===== config.mk =====
export PLATFORM = sky130hd
export DESIGN_NAME = printer_parallel_port
export DESIGN_NICKNAME = d
export VERILOG_FILES = /design/src/pp_two_entry_buffer.v /design/src/printer_parallel_port.v
export VERILOG_INCLUDE_DIRS = /design/src /design/src/pkg
export SDC_FILE = /design/constraint.sdc
export NUM_CORES = 1
export LEC_CHECK = 0
export BUFFER_PORTS_ARGS = -buffer_cell sky130_fd_sc_hd__buf_2
export CAP_MARGIN = 20
export CORE_MARGIN = 5
export CORE_UTILIZATION = 50
export DETAILED_ROUTE_END_ITERATION = 16
export HOLD_SLACK_MARGIN = 0.08
export PLACE_DENSITY = 0.69
export SYNTH_ARGS = -nofsm -noshare
export SYNTH_HDL_FRONTEND = slang
export SYNTH_SLANG_ARGS = --single-unit

===== constraint.sdc =====
create_clock -name core_clk -period 11.49 [get_ports core_clk]
set_input_delay 1.7235 -clock core_clk [delete_from_list [all_inputs] [get_ports core_clk]]
set_output_delay 1.7235 -clock core_clk [all_outputs]
set_load 0.005 [all_outputs]

===== src/pkg/printer_port_regs.vh =====
// constants of the parallel printer port: register offsets, field positions, reset values
// assumes inclusion by bare name from design files of the printer port
`ifndef PRINTER_PORT_REGS_VH
`define PRINTER_PORT_REGS_VH

// ***********************************
// register offsets on reg_addr
// ***********************************
`define PP_OFS_DATA 2'h0
`define PP_OFS_STATUS 2'h1
`define PP_OFS_CONTROL 2'h2
`define PP_OFS_IOSEL 2'h3

// ***********************************
// control register fields
// ***********************************
`define PP_CTL_STROBE 0
`define PP_CTL_AUTOFEED 1
`define PP_CTL_RESTART 2
`define PP_CTL_CHOOSE 3
`define PP_CTL_IRQ_EN 4
`define PP_CTL_DIR_IN 5
`define PP_CTL_RESET 8'h04

// ***********************************
// status register fields
// ***********************************
`define PP_STS_IRQ 2
`define PP_STS_FAULT_N 3
`define PP_STS_ONLINE 4
`define PP_STS_PAPER_OUT 5
`define PP_STS_HANDSHAKE_N 6
`define PP_STS_BUSY_N 7

// ***********************************
// input-output select codes
// ***********************************
`define PP_IOSEL_OUT 8'hAA
`define PP_IOSEL_IN 8'h55
`define PP_IOSEL_OUT_RESET 1'b1

`endif


===== src/pp_two_entry_buffer.v =====
// two-entry valid/ready buffer between host writes and the printer data latch
// assumes one clock and an active-high asynchronous reset
`timescale 1ns/10ps
`default_nettype none

module pp_two_entry_buffer #(
   parameter WIDTH = 8
) (
   // clock and reset
   input wire core_clk,
   input wire rst,
   // filling side
   input wire in_valid,
   output wire in_ready,
   input wire [WIDTH-1:0] in_data,
   // draining side
   output wire out_valid,
   input wire out_ready,
   output wire [WIDTH-1:0] out_data
);

   reg [WIDTH-1:0] slot_q [0:1];
   reg wr_ptr_q;
   reg rd_ptr_q;
   reg [1:0] count_q;
   wire push;
   wire pop;

   // ***********************************
   // flags and pointers
   // ***********************************
   assign in_ready = (count_q != 2'h2);
   assign out_valid = (count_q != 2'h0);
   assign out_data = slot_q[rd_ptr_q];
   assign push = in_valid & in_ready;
   assign pop = out_valid & out_ready;

   always @(posedge core_clk or posedge rst) begin
      if (rst) begin
         wr_ptr_q <= 1'b0;
         rd_ptr_q <= 1'b0;
         count_q <= 2'h0;
         slot_q[0] <= {WIDTH{1'b0}};
         slot_q[1] <= {WIDTH{1'b0}};
      end else begin
         if (push) begin
            slot_q[wr_ptr_q] <= in_data;
            wr_ptr_q <= ~wr_ptr_q;
         end
         if (pop) begin
            rd_ptr_q <= ~rd_ptr_q;
         end
         if (push & ~pop) begin
            count_q <= count_q + 2'h1;
         end else if (pop & ~push) begin
            count_q <= count_q - 2'h1;
         end
      end
   end

endmodule // pp_two_entry_buffer

`default_nettype wire


===== src/printer_parallel_port.v =====
// parallel printer port: host register access and printer-side pins
// assumes every pin input is asynchronous to core_clk; the testbench resolves open-drain wires
`timescale 1ns/10ps
`default_nettype none
`include "printer_port_regs.vh"

// Behaviour
// - printer_fault_n is read in status; low means printer error.
// - printer_restart_n is open drain from control; low asks printer to initialise.
// - irq_latch_select low and irq enable set: printer_irq_n follows printer_handshake_n.
// - irq_latch_select high: interrupt held asserted until trailing edge of a host read.
// - printer_irq_n is high impedance until control bit 4 is set.
// - selected read places register chosen by reg_addr on host_data.
// - selected write stores host_data into register chosen by reg_addr.
// - written byte is latched and held on printer_data_bus in output mode.
// - paper_out is read in status as out-of-paper or general input.
// - read_active is high while the host performs a read.
// - reset returns all registers and outputs to their reset state.
// - printer_online is read in status as on-line or general input.
// - printer_choose_n driven by control bit 3; its pin level reads back in bit 3.
// - direction_mode_pin low uses select register, high uses control bit 5.
// - data_valid_pulse_n is an open-drain software-controlled strobe line.
module printer_parallel_port (
   // clock and reset
   input wire core_clk,
   input wire rst,
   // host bus
   input wire host_read_n,
   input wire host_write_n,
   input wire port_select_n,
   input wire [1:0] reg_addr,
   input wire [7:0] host_data_i,
   output reg [7:0] host_data_o,
   output wire host_data_oe,
   output reg read_active,
   output wire data_wr_ready,
   // printer data bus
   input wire [7:0] printer_data_bus_i,
   output reg [7:0] printer_data_bus_o,
   output wire printer_data_bus_oe,
   // printer status inputs
   input wire printer_fault_n,
   input wire printer_online,
   input wire paper_out,
   input wire printer_handshake_n,
   input wire printer_busy,
   // open-drain control lines
   input wire data_valid_pulse_n_i,
   output wire data_valid_pulse_n_o,
   output wire data_valid_pulse_n_oe,
   input wire auto_feed_n_i,
   output wire auto_feed_n_o,
   output wire auto_feed_n_oe,
   input wire printer_restart_n_i,
   output wire printer_restart_n_o,
   output wire printer_restart_n_oe,
   input wire printer_choose_n_i,
   output wire printer_choose_n_o,
   output wire printer_choose_n_oe,
   // interrupt
   input wire irq_latch_select,
   output wire printer_irq_n_o,
   output wire printer_irq_n_oe,
   // direction strap
   input wire direction_mode_pin
);

   localparam SW = 32;

   // ***********************************
   // pin synchroniser
   // ***********************************
   wire [SW-1:0] pins;
   reg [SW-1:0] s1_q;
   reg [SW-1:0] s2_q;
   reg [SW-1:0] s3_q;
   reg [SW-1:0] f_q;
   wire [SW-1:0] f_d;
   // pins idle at their inactive level, except printer_busy, paper_out and printer_online, which idle high, so reset does not look like a strobe
   localparam [SW-1:0] PIN_IDLE = 32'hE007FC00;

   assign pins = {host_read_n, host_write_n, port_select_n, reg_addr, host_data_i,
                  printer_fault_n, printer_online, paper_out, printer_handshake_n,
                  printer_busy, data_valid_pulse_n_i, auto_feed_n_i, printer_restart_n_i,
                  printer_choose_n_i, irq_latch_select, direction_mode_pin,
                  printer_data_bus_i};
   // a bit changes once the second and third stage agree
   assign f_d = (s2_q & s3_q) | (f_q & (s2_q | s3_q));

   always @(posedge core_clk or posedge rst) begin
      if (rst) begin
         s1_q <= PIN_IDLE;
         s2_q <= PIN_IDLE;
         s3_q <= PIN_IDLE;
         f_q <= PIN_IDLE;
      end else begin
         s1_q <= pins;
         s2_q <= s1_q;
         s3_q <= s2_q;
         f_q <= f_d;
      end
   end

   wire rd_n_f = f_q[31];
   wire wr_n_f = f_q[30];
   wire cs_n_f = f_q[29];
   wire [1:0] addr_f = f_q[28:27];
   wire [7:0] hdata_f = f_q[26:19];
   wire fault_n_f = f_q[18];
   wire online_f = f_q[17];
   wire paper_f = f_q[16];
   wire hs_n_f = f_q[15];
   wire busy_f = f_q[14];
   wire [3:0] od_pin_f = f_q[13:10];
   wire latch_sel_f = f_q[9];
   wire dir_pin_f = f_q[8];
   wire [7:0] pdata_f = f_q[7:0];

   // ***********************************
   // host access
   // ***********************************
   reg wr_act_q;
   reg [1:0] wr_addr_q;
   reg [7:0] wr_data_q;
   reg rd_act_q;
   reg [7:0] ctrl_q;
   reg iosel_out_q;
   reg irq_latched_q;
   reg hs_n_prev_q;
   reg [7:0] rd_mux;
   wire wr_act = ~wr_n_f & ~cs_n_f;
   wire rd_act = ~rd_n_f & ~cs_n_f;
   wire wr_done = wr_act_q & wr_n_f;
   wire rd_done = rd_act_q & ~rd_act;
   wire input_mode;
   wire buf_out_valid;
   wire [7:0] buf_out_data;
   wire irq_asserted;

   // direction from strap or select register
   assign input_mode = dir_pin_f ? ctrl_q[`PP_CTL_DIR_IN] : ~iosel_out_q;

   always @* begin
      case (addr_f)
         `PP_OFS_DATA: rd_mux = input_mode ? pdata_f : printer_data_bus_o;
         `PP_OFS_STATUS: begin
            rd_mux = 8'h00;
            rd_mux[`PP_STS_IRQ] = ~irq_asserted;
            rd_mux[`PP_STS_FAULT_N] = fault_n_f;
            rd_mux[`PP_STS_ONLINE] = online_f;
            rd_mux[`PP_STS_PAPER_OUT] = paper_f;
            rd_mux[`PP_STS_HANDSHAKE_N] = hs_n_f;
            rd_mux[`PP_STS_BUSY_N] = ~busy_f;
         end
         `PP_OFS_CONTROL: begin
            rd_mux = ctrl_q;
            // pin levels read back, low pin shows as a set bit, except restart, which reads back the pin level uninverted
            rd_mux[`PP_CTL_STROBE] = ~od_pin_f[3];
            rd_mux[`PP_CTL_AUTOFEED] = ~od_pin_f[2];
            rd_mux[`PP_CTL_RESTART] = od_pin_f[1];
            rd_mux[`PP_CTL_CHOOSE] = ~od_pin_f[0];
         end
         default: rd_mux = {7'h00, iosel_out_q};
      endcase
   end

   always @(posedge core_clk or posedge rst) begin
      if (rst) begin
         wr_act_q <= 1'b0;
         wr_addr_q <= 2'h0;
         wr_data_q <= 8'h00;
         rd_act_q <= 1'b0;
         read_active <= 1'b0;
         host_data_o <= 8'h00;
         ctrl_q <= `PP_CTL_RESET;
         iosel_out_q <= `PP_IOSEL_OUT_RESET;
      end else begin
         wr_act_q <= wr_act;
         rd_act_q <= rd_act;
         read_active <= rd_act;
         host_data_o <= rd_mux;
         if (wr_act) begin
            wr_addr_q <= addr_f;
            wr_data_q <= hdata_f;
         end
         if (wr_done) begin
            if (wr_addr_q == `PP_OFS_CONTROL) begin
               ctrl_q <= wr_data_q;
            end
            if (wr_addr_q == `PP_OFS_IOSEL) begin
               if (wr_data_q == `PP_IOSEL_OUT) begin
                  iosel_out_q <= 1'b1;
               end else if (wr_data_q == `PP_IOSEL_IN) begin
                  iosel_out_q <= 1'b0;
               end
            end
         end
      end
   end

   assign host_data_oe = read_active;

   // ***********************************
   // printer data path
   // ***********************************
   // the latch drains the buffer while the printer is not busy
   pp_two_entry_buffer #(
      .WIDTH(8)
   ) u_data_buf (
      .core_clk(core_clk),
      .rst(rst),
      .in_valid(wr_done & (wr_addr_q == `PP_OFS_DATA)),
      .in_ready(data_wr_ready),
      .in_data(wr_data_q),
      .out_valid(buf_out_valid),
      .out_ready(~busy_f),
      .out_data(buf_out_data)
   );

   always @(posedge core_clk or posedge rst) begin
      if (rst) begin
         printer_data_bus_o <= 8'h00;
      end else if (buf_out_valid & ~busy_f) begin
         printer_data_bus_o <= buf_out_data;
      end
   end

   assign printer_data_bus_oe = ~rst & ~input_mode;

   // ***********************************
   // open-drain control lines
   // ***********************************
   assign data_valid_pulse_n_o = 1'b0;
   assign auto_feed_n_o = 1'b0;
   assign printer_restart_n_o = 1'b0;
   assign printer_choose_n_o = 1'b0;
   assign data_valid_pulse_n_oe = ~rst & ctrl_q[`PP_CTL_STROBE];
   assign auto_feed_n_oe = ~rst & ctrl_q[`PP_CTL_AUTOFEED];
   assign printer_restart_n_oe = ~rst & ~ctrl_q[`PP_CTL_RESTART];
   assign printer_choose_n_oe = ~rst & ctrl_q[`PP_CTL_CHOOSE];

   // ***********************************
   // printer interrupt
   // ***********************************
   always @(posedge core_clk or posedge rst) begin
      if (rst) begin
         irq_latched_q <= 1'b0;
         hs_n_prev_q <= 1'b1;
      end else begin
         hs_n_prev_q <= hs_n_f;
         // a new handshake edge wins over the clearing read
         if (hs_n_prev_q & ~hs_n_f) begin
            irq_latched_q <= 1'b1;
         end else if (rd_done) begin
            irq_latched_q <= 1'b0;
         end
      end
   end

   assign irq_asserted = latch_sel_f ? irq_latched_q : ~hs_n_f;
   assign printer_irq_n_o = ~irq_asserted;
   assign printer_irq_n_oe = ~rst & ctrl_q[`PP_CTL_IRQ_EN];

endmodule // printer_parallel_port

`default_nettype wire


==> results.sh, run 1 <==
export IMPL_ys_ff_latch=187
export IMPL_ys_seq_area_share_pct=76.97
export IMPL_start_kind="primary input"
export IMPL_rsz0062_at_grt="no"
export IMPL_worst_setup_path_type="primary input to output pin"
export IMPL_numPortBuffers=59
export IMPL_synthMostInstantiatedCell="dfrtp_1"
export IMPL_status="completed"
export IMPL_tritoncts_num_buffers=17
export IMPL_min_path_type="flip-flop to flip-flop"
export IMPL_drive_gt1_share_pct=41.26
export IMPL_clock_sinks=187
export IMPL_yosysTopAreaCell="dfrtp_1"
export IMPL_worst_path_max_delay_cell="inv_6"
export IMPL_grt_busiest_layer="met2"
export IMPL_arrival_ns=2.85
export IMPL_die_y_um=121.0
export IMPL_peakVddDrop_mv=0.1209
export IMPL_antenna_found_initial=0
export IMPL_grt_use_met2_pct=21.74
export IMPL_cts_tree="done"
export IMPL_clk_path_buf_depth=2
export IMPL_fin_crit_ns=4.578
export IMPL_whs_path_depth=0
export IMPL_crit_chain="buf_2 > inv_6 > and2_1 > buf_2"
export IMPL_finalSetupTns_ns=0
export IMPL_dr_first_iter_drc_count=162
export IMPL_crit_top_cell="buf_2"
export IMPL_synthFlopType="dfrtp_1"
export IMPL_critPathMaxFanout=96
export IMPL_worstMarginPinSlew_ns=0.8747
export IMPL_fillers=915
export IMPL_insertion_delay_ns=0.42
export IMPL_drtPass1Iterations=4
export IMPL_finalInstanceArea_um2=7237
export IMPL_synthTopCellsByArea="dfrtp_1 (55%), dfstp_2 (22%), mux2_2 (6.4%)"
export IMPL_row_count=40
export IMPL_area_delta_synth_final_pct=17.44
export IMPL_track_usage_pct=14.86
export IMPL_finalPower_w=0.001609
export IMPL_cts_resized=0
export IMPL_vias_per_cell=4.736
export IMPL_initial_core_util_pct=51.09
export IMPL_cp_depth=4
export IMPL_cts_root_buf="clkbuf_16"
export IMPL_crit_family="buffers and inverters"
export IMPL_path_buf_inv=3
export IMPL_synthCells=360
export IMPL_cap_violations=0
export IMPL_clk_pin_slew_ns=0.06
export IMPL_avgRoutedWirePerCell_um=15.61
export IMPL_maxSlewViolCount=0
export IMPL_dpl_hpwl_um=6275
export IMPL_grt_pass1_wl_um=16570
export IMPL_dpl_instance_area_um2=6621
export IMPL_synthTopCellsByCount="dfrtp_1 (136), dfstp_2 (51), mux2_2 (35)"
export IMPL_max_slew_margin_pct=41.47
export IMPL_core_um2=12060
export IMPL_grt_max_degree=97
export IMPL_grt_use_met1_pct=20.48
export IMPL_synth_edf_count=0
export IMPL_die_x_um=121.0
export IMPL_slowest_delay_ns=0.57
export IMPL_vias=2908
export IMPL_met3_usage_pct=4.895
export IMPL_max_clock_freq_ghz=0.2185
export IMPL_setup_worst_path_end_class="output pin"
export IMPL_wirelength_um=9587
export IMPL_dieArea_um2=14640
export IMPL_drc_errors=0
export IMPL_ys_types=35
export IMPL_synth_area_um2=6162
export IMPL_worstPathRequired_ns=9.77
export IMPL_power_leakage_nw=3.204
export IMPL_h_tree_depth=4
export IMPL_diodes=0
export IMPL_synthArstFlopShare_pct=100.0
export IMPL_io_pins=64
export IMPL_ant_nets=0
export IMPL_post_cts_buffers=0
export IMPL_gp_congestion=0.7258
export IMPL_post_route_period_util_pct=39.84
export IMPL_avgSynthCellArea_um2=17.12
export IMPL_nets=468
export IMPL_first_global_vias=3240
export IMPL_holdBufCountCts=0
export IMPL_setup_viol=0
export IMPL_grt_overflow=0
export IMPL_power_density_nw_per_um2=222.3
export IMPL_fin_skew_ns=0.008737
export IMPL_yosysWarnings=0
export IMPL_reg2reg_depth=4
export IMPL_synth_top_cell_area_share_pct=55.23
export IMPL_hold_viol=0
[where the power goes]
group	internal (W)	total [W]	switching, W
Clock	0.000329	0.000560	0.000231
Sequential	0.000771	0.000851	0.0000803
Combinational	0.000113	0.000198	0.0000854
Total	0.00121	0.00161	0.000396
[worst reg2reg max path, cell delays in order (launching register included)]
cell,delay [ns]
dfstp_2,0.54
inv_1,0.05
mux2i_2,0.61
mux2_2,0.45
o21a_1,0.18
[cell type report]
type | count | area, um^2 | area share, %
clock inverter | 9 | 88.84 | 1.228
inverter | 5 | 23.77 | 0.3285
clock buffer | 23 | 499.2 | 6.898
tap | 168 | 210.2 | 2.905
sequential | 187 | 4743 | 65.54
timing repair buffer | 62 | 337.8 | 4.668
multi-input combinational | 160 | 1334 | 18.43
[final timing paths]
check | start | to | slack (ns)
worst min-delay path | s1_q[23]$_DFF_PP0_ | s2_q[23]$_DFF_PP0_ | 0.35
min in group asynchronous | rst | wr_data_q[0]$_DFFE_PP0P_ | 1.50
worst min register to register | s1_q[23]$_DFF_PP0_ | s2_q[23]$_DFF_PP0_ | 0.35
worst max register to register | iosel_out_q$_DFFE_PP1P_ | host_data_o[1]$_DFF_PP0_ | 9.56
worst max-delay path | rst | printer_data_bus_oe | 6.91
max in group asynchronous | rst | s3_q[10]$_DFF_PP1_ | 8.70
[through the flow]
| stage | util (%) | hold slack (ns) | cells | setup WS [ns] |
|---|---|---|---|---|
| 3_3_place_gp | 54.83 | 0.3321 | 580 | 6.880 |
| 2_1_floorplan | - | 0.3312 | 363 | 3.782 |
| 4_1_cts | 59.77 | 0.3487 | 613 | 6.860 |
| 5_1_grt | 60.00 | 0.3578 | 614 | 6.746 |
| 3_5_place_dp | 54.90 | 0.3347 | 581 | 6.858 |
| 6_report | 60.00 | 0.3480 | 614 | 6.912 |
[registers in the layout (all words and copies together) (netlist names)]
register and cells:
irq_latched_q 1, rd_act_q 1, wr_data_q 8, ctrl_q 8, f_q 32, wr_addr_q 2
wr_act_q 1, u_data_buf.slot_q 16, u_data_buf.rd_ptr_q 1, s2_q 32, iosel_out_q 1, printer_data_bus_o 8
u_data_buf.count_q 2, s1_q 32, hs_n_prev_q 1, s3_q 32, u_data_buf.wr_ptr_q 1, host_data_o 8
[placed cells by master (no fill, tap or decap), types with 3 or more instances in the layout]
cell type / instances
o21ai_0: 18
nor2_1: 6
clkbuf_8: 3
clkinvlp_4: 3
dfstp_2: 51
dfrtp_1: 136
xor2_1: 3
buf_2: 59
clkbuf_16: 18
conb_1: 4
a22oi_1: 5
clkinv_4: 3
mux2i_1: 15
nand2_1: 14
maj3_1: 32
mux2_2: 35
inv_1: 4
nor2b_1: 7
[kinds of logic after synthesis]
kind of cell | share of synthesized area (%)
flops | 76.97
compound gates | 2.701
xor+xnor | 0.7108
fa+ha+maj | 5.401
other cells | 0.06086
mux | 9.056
buf+inv | 1.563
simple gates | 3.533
[routing by layer]
layer / up-vias / share of wire (%)
li1: 1371 / -
met1: 1478 / 47
met2: 51 / 48
met3: 8 / 4.2
met4: 0 / 1.0
met5: - / 0
No activity file was read; power rests on OpenSTA's default activity.
==> inputs of run 2 (changes only) <==
--- a/config.mk
+++ b/config.mk
@@ -12,7 +12,7 @@
 export CORE_UTILIZATION = 50
 export DETAILED_ROUTE_END_ITERATION = 16
 export HOLD_SLACK_MARGIN = 0.08
-export PLACE_DENSITY = 0.69
+export PLACE_DENSITY = 0.72
 export SYNTH_ARGS = -nofsm -noshare
 export SYNTH_HDL_FRONTEND = slang
 export SYNTH_SLANG_ARGS = --single-unit
==> constraint.sdc (replaced) <==
create_clock -name core_clk -period 4 [get_ports core_clk]
set_input_delay 0.6 -clock core_clk [delete_from_list [all_inputs] [get_ports core_clk]]
set_output_delay 0.6 -clock core_clk [all_outputs]
set_load 0.005 [all_outputs]
==> run 2 against run 1 <==
Final area decreased by 0.43%; sequential cell count stayed put; clock-buffer cell count rose by 3; critical path type is now flip-flop to output pin; critical endpoint unchanged.
==> results.sh, run 2 (synthesis gave the netlist of run 1 again) <==
export IMPL_gp_congestion=0.7331
export IMPL_critPathMaxFanout=9
export IMPL_drc_errors=0
export IMPL_antenna_found_initial=0
export IMPL_cts_tree="done"
export IMPL_row_count=40
export IMPL_clock_sinks=187
export IMPL_grt_max_degree=188
export IMPL_first_global_vias=3211
export IMPL_worstPathRequired_ns=3.40
export IMPL_final_util_pct=59.74
export IMPL_avgRoutedWirePerCell_um=15.62
export IMPL_setup_viol=0
export IMPL_fin_skew_ns=0.006781
export IMPL_rsz0062_at_grt="no"
export IMPL_cts_root_buf="clkbuf_16"
export IMPL_initial_core_util_pct=51.09
export IMPL_status="completed"
export IMPL_tritoncts_num_buffers=17
export IMPL_diodes=0
export IMPL_h_tree_depth=4
export IMPL_vias_per_cell=4.765
export IMPL_die_y_um=121.0
export IMPL_wirelength_um=9592
export IMPL_final_cell_mix="dfrtp_1 (136), buf_2 (59), dfstp_2 (51), mux2_2 (35), maj3_1 (32)"
export IMPL_finalSetupTns_ns=0
export IMPL_drive_gt1_share_pct=41.03
export IMPL_maxSlewViolCount=0
export IMPL_nets=468
export IMPL_place_ws_ns=2.104
export IMPL_dr_first_iter_drc_count=198
export IMPL_power_leakage_nw=3.194
export IMPL_io_pins=64
export IMPL_max_slew_margin_pct=32.97
export IMPL_clk_path_buf_depth=2
export IMPL_numPortBuffers=59
export IMPL_max_clock_freq_ghz=0.4501
export IMPL_grt_overflow=0
export IMPL_drtPass1Iterations=4
export IMPL_worst_setup_path_type="flip-flop to output pin"
export IMPL_hold_worst_slack_ns=0.2757
export IMPL_core_um2=12060
export IMPL_start_kind="flip-flop"
export IMPL_post_route_period_util_pct=55.55
export IMPL_post_cts_buffers=0
export IMPL_min_path_type="primary input to flip-flop"
export IMPL_area_delta_synth_final_pct=16.93
export IMPL_cts_resized=0
export IMPL_vias=2926
export IMPL_setup_worst_path_end_class="output pin"
export IMPL_worstMarginPinSlew_ns=1.005
export IMPL_cap_violations=0
export IMPL_dpl_instance_area_um2=6640
export IMPL_mostFrequentLayoutCell="dfrtp_1"
export IMPL_grt_pass1_wl_um=16120
export IMPL_finalInstanceArea_um2=7206
export IMPL_holdBufCountCts=0
export IMPL_ant_nets=0
export IMPL_clk_pin_slew_ns=0.06
export IMPL_arrival_ns=1.62
export IMPL_fin_crit_ns=2.222
export IMPL_track_usage_pct=14.39
export IMPL_fin_ws_ns=1.778
export IMPL_die_x_um=121.0
export IMPL_peakVddDrop_mv=0.3113
export IMPL_hold_viol=0
export IMPL_dieArea_um2=14640
export IMPL_power_density_nw_per_um2=634.5
export IMPL_dpl_hpwl_um=6105
export IMPL_insertion_delay_ns=0.42
[run 2: cell types whose count changed in the layout (fill, tap and decap cells not counted), sizes merged]
| cell | change |
|---|---|
| clkinv | -1 |
| inv | -1 |
| bufinv | -1 |
| clkbuf | +3 |
[run 2: power breakdown]
part	switching (W)	leakage, nW	internal (W)
clock network	0.000645	0.277	0.000911
registers	0.000230	2.17	0.00221
logic	0.000245	0.745	0.000326
total	0.00112	3.19	0.00345
[run 2: per-stage QoR]
stage | std cells | total power [W]
CTS | 614 | 0.004633
global route | 614 | 0.004810
global placement | 582 | 0.003023
finish | 614 | 0.004572
detailed placement | 582 | 0.003058
floorplan | 363 | 0.002815
[run 2: final cells by class]
| cell class | count | area, um^2 |
|---|---|---|
| clock buffers | 26 | 530.5 |
| flip-flops and latches | 187 | 4743 |
| multi-input cells | 160 | 1334 |
| inverters | 5 | 22.52 |
| clock inverters | 6 | 35.03 |
| repair buffers | 62 | 330.3 |
| well taps | 168 | 210.2 |
| fillers | 885 | 4856 |
[run 2: worst paths after layout]
kind / startpoint / slack (ns) / cells after the start / to
max in group asynchronous: rst / 2.74 / 3 / s2_q[22]$_DFF_PP0_
min reg2reg: s1_q[9]$_DFF_PP0_ / 0.34 / 0 / s2_q[9]$_DFF_PP0_
min in group asynchronous: rst / 0.47 / 3 / f_q[0]$_DFF_PP0_
max reg2reg: f_q[30]$_DFF_PP1_ / 2.11 / 4 / u_data_buf.slot_q[4]$_DFFE_PP0P_
max: iosel_out_q$_DFFE_PP1P_ / 1.78 / 5 / printer_data_bus_oe
min: data_valid_pulse_n_i / 0.28 / 1 / s1_q[13]$_DFF_PP1_
[run 2: critical path, cell delays in order, from the launching register on]
cell and delay [ns]:
dfstp_2 0.54, inv_1 0.05, mux2i_2 0.13, buf_4 0.22
and2_1 0.16, buf_2 0.11
[run 2: layer usage]
layer  global-route usage, %  wire length (um)  up-vias  part of all wire, %
met5                       0                 0        -                    0
met4                   6.586               208        0                  2.2
met3                   5.548               489       17                  5.1
met2                   21.67              4627       59                   48
met1                   18.51              4267     1478                   44
li1                        -                 -     1372                    -
==> inputs of run 3 (changes only) <==
--- a/config.mk
+++ b/config.mk
@@ -12,7 +12,7 @@
 export CORE_UTILIZATION = 50
 export DETAILED_ROUTE_END_ITERATION = 16
 export HOLD_SLACK_MARGIN = 0.08
-export PLACE_DENSITY = 0.72
+export PLACE_DENSITY = 0.69
 export SYNTH_ARGS = -nofsm -noshare
 export SYNTH_HDL_FRONTEND = slang
 export SYNTH_SLANG_ARGS = --single-unit
==> constraint.sdc (replaced) <==
create_clock -name core_clk -period 2.18 [get_ports core_clk]
set_input_delay 0.327 -clock core_clk [delete_from_list [all_inputs] [get_ports core_clk]]
set_output_delay 0.327 -clock core_clk [all_outputs]
set_load 0.005 [all_outputs]
==> run 3 against run 2 <==
Combinational power is 93% higher; sequential cell count unchanged; worst hold slack worse by 0.0046 ns; sequential power up 83%; critical endpoint is now u_data_buf.slot_q[7]$_DFFE_PP0P_; highest routed layer unchanged.
==> results.sh, run 3 (synthesis gave the netlist of run 1 again) <==
export IMPL_nets=500
export IMPL_fin_crit_ns=1.937
export IMPL_h_tree_depth=4
export IMPL_wirelength_um=9640
export IMPL_diodes=0
export IMPL_grt_max_degree=188
export IMPL_dr_first_iter_drc_count=271
export IMPL_rsz0062_at_grt="no"
export IMPL_initial_core_util_pct=51.09
export IMPL_crit_family="simple AND/OR/NAND/NOR gates"
export IMPL_dpl_instance_area_um2=6640
export IMPL_setup_viol=0
export IMPL_finalSetupTns_ns=0
export IMPL_seqCellArea_um2=4743
export IMPL_drc_errors=0
export IMPL_numPortBuffers=59
export IMPL_die_x_um=121.0
export IMPL_dieArea_um2=14640
export IMPL_finalInstanceArea_um2=7569
export IMPL_fin_skew_ns=0.007335
export IMPL_routed_wl_met3_um=526
export IMPL_maxSlewViolCount=0
export IMPL_max_clock_freq_ghz=0.5162
export IMPL_dp_cells=582
export IMPL_post_cts_buffers=0
export IMPL_mostFrequentLayoutCell="dfrtp_1"
export IMPL_cap_violations=0
export IMPL_grt_pass1_wl_um=16420
export IMPL_worstMarginPinSlew_ns=0.8948
export IMPL_io_pins=64
export IMPL_path_buf_inv=0
export IMPL_arrival_ns=2.24
export IMPL_row_count=40
export IMPL_first_global_vias=3234
export IMPL_stdcell_count=646
export IMPL_dpl_hpwl_um=6064
export IMPL_hold_viol=0
export IMPL_ant_nets=0
export IMPL_post_route_period_util_pct=88.87
export IMPL_drive_gt1_share_pct=38.70
export IMPL_fillers=871
export IMPL_drtPass1Iterations=4
export IMPL_worst_setup_path_type="flip-flop to flip-flop"
export IMPL_worstPathRequired_ns=2.48
export IMPL_max_slew_margin_pct=40.35
export IMPL_met1Wirelength_um=4411
export IMPL_min_path_type="primary input to async pin"
export IMPL_clk_path_buf_depth=2
export IMPL_power_density_nw_per_um2=1149
export IMPL_cts_resized=0
export IMPL_cts_root_buf="clkbuf_16"
export IMPL_critPathMaxFanout=8
export IMPL_multi_input_area_um2=1334
export IMPL_clk_pin_slew_ns=0.07
export IMPL_avgRoutedWirePerCell_um=14.92
export IMPL_vias=3036
export IMPL_wl_met2_um=4556
export IMPL_insertion_delay_ns=0.42
export IMPL_vias_per_cell=4.700
export IMPL_area_delta_synth_final_pct=22.82
export IMPL_setup_worst_path_end_class="flip-flop"
export IMPL_slowest_delay_ns=0.57
export IMPL_grt_overflow=0
export IMPL_peakVddDrop_mv=0.6237
export IMPL_clock_sinks=187
export IMPL_dr_max_layer_used="met4"
export IMPL_track_usage_pct=14.75
export IMPL_status="completed"
export IMPL_power_leakage_nw=3.336
export IMPL_crit_chain="nand2_1 > nor4b_4 > and2_1 > mux2_2"
export IMPL_core_um2=12060
export IMPL_start_kind="flip-flop"
export IMPL_gp_congestion=0.7240
export IMPL_tritoncts_num_buffers=17
export IMPL_die_y_um=121.0
export IMPL_final_cell_mix="dfrtp_1 (136), buf_2 (59), dfstp_2 (51), mux2_2 (35)"
export IMPL_worst_path_max_delay_cell="dfstp_2"
export IMPL_cts_tree="done"
export IMPL_antenna_found_initial=0
[run 3: cell count changes in the layout (fill, tap and decap cells not counted), sizes merged]
cell	delta
bufinv	+3
clkbuf	-7
clkinv	-1
clkinvlp	+2
dlygate4sd3	+32
inv	+3
[run 3: worst register-to-register path, stage by stage (launching register included)]
cell     delay [ns]
dfstp_2        0.57
nand2_1        0.11
nor4b_4        0.33
and2_1         0.42
mux2_2         0.40
[run 3: area by class of cell]
type / count / area share, %
multi-input combinational: 160 / 17.62
tap: 168 / 2.777
sequential: 187 / 62.67
inverter: 5 / 0.2976
clock inverter: 13 / 2.182
clock buffer: 19 / 5.852
timing repair buffer: 94 / 8.596
[run 3: timing repair]
item	CTS	global route
hold endpoints to repair	32	0
hold buffers	32	0
endpoints found under the setup margin	0	0
[run 3: power breakdown]
part	internal, W	total, W	switching, W	leakage [nW]
registers	0.00406	0.00448	0.000416	2.17
clock network	0.00184	0.00312	0.00127	0.286
logic	0.000635	0.00110	0.000466	0.879
[run 3: final timing paths]
path | startpoint | to | slack, ns | cells past startpoint
hold / removal | rst | s3_q[1]$_DFF_PP0_ | 0.27 | 3
setup reg to reg | f_q[30]$_DFF_PP1_ | u_data_buf.slot_q[7]$_DFFE_PP0P_ | 0.24 | 4
max in group asynchronous | rst | s3_q[27]$_DFF_PP0_ | 1.31 | 3
min in group core_clk | s1_q[8]$_DFF_PP0_ | s2_q[8]$_DFF_PP0_ | 0.35 | 0
setup / recovery | f_q[30]$_DFF_PP1_ | u_data_buf.slot_q[7]$_DFFE_PP0P_ | 0.24 | 4
hold reg to reg | s1_q[8]$_DFF_PP0_ | s2_q[8]$_DFF_PP0_ | 0.35 | 0
[run 3: per-stage QoR]
step / hold slack [ns] / setup WS, ns / total power, W / utilization (%)
3_3_place_gp: 0.3323 / 0.3613 / 0.005554 / 55.05
4_1_cts: 0.3110 / 0.2210 / 0.008810 / 62.75
5_1_grt: 0.3432 / 0.1591 / 0.009143 / 62.75
3_5_place_dp: 0.3347 / 0.2835 / 0.005624 / 55.05
2_1_floorplan: 0.3312 / -1.592 / 0.005165 / -
6_report: 0.2711 / 0.2426 / 0.008696 / 62.75
[run 3: layer usage]
layer	global-route usage, %	vias to the layer above
li1	-	1442
met1	19.23	1514
met2	22.79	66
met3	4.895	14
met4	6.161	0
met5	0	-
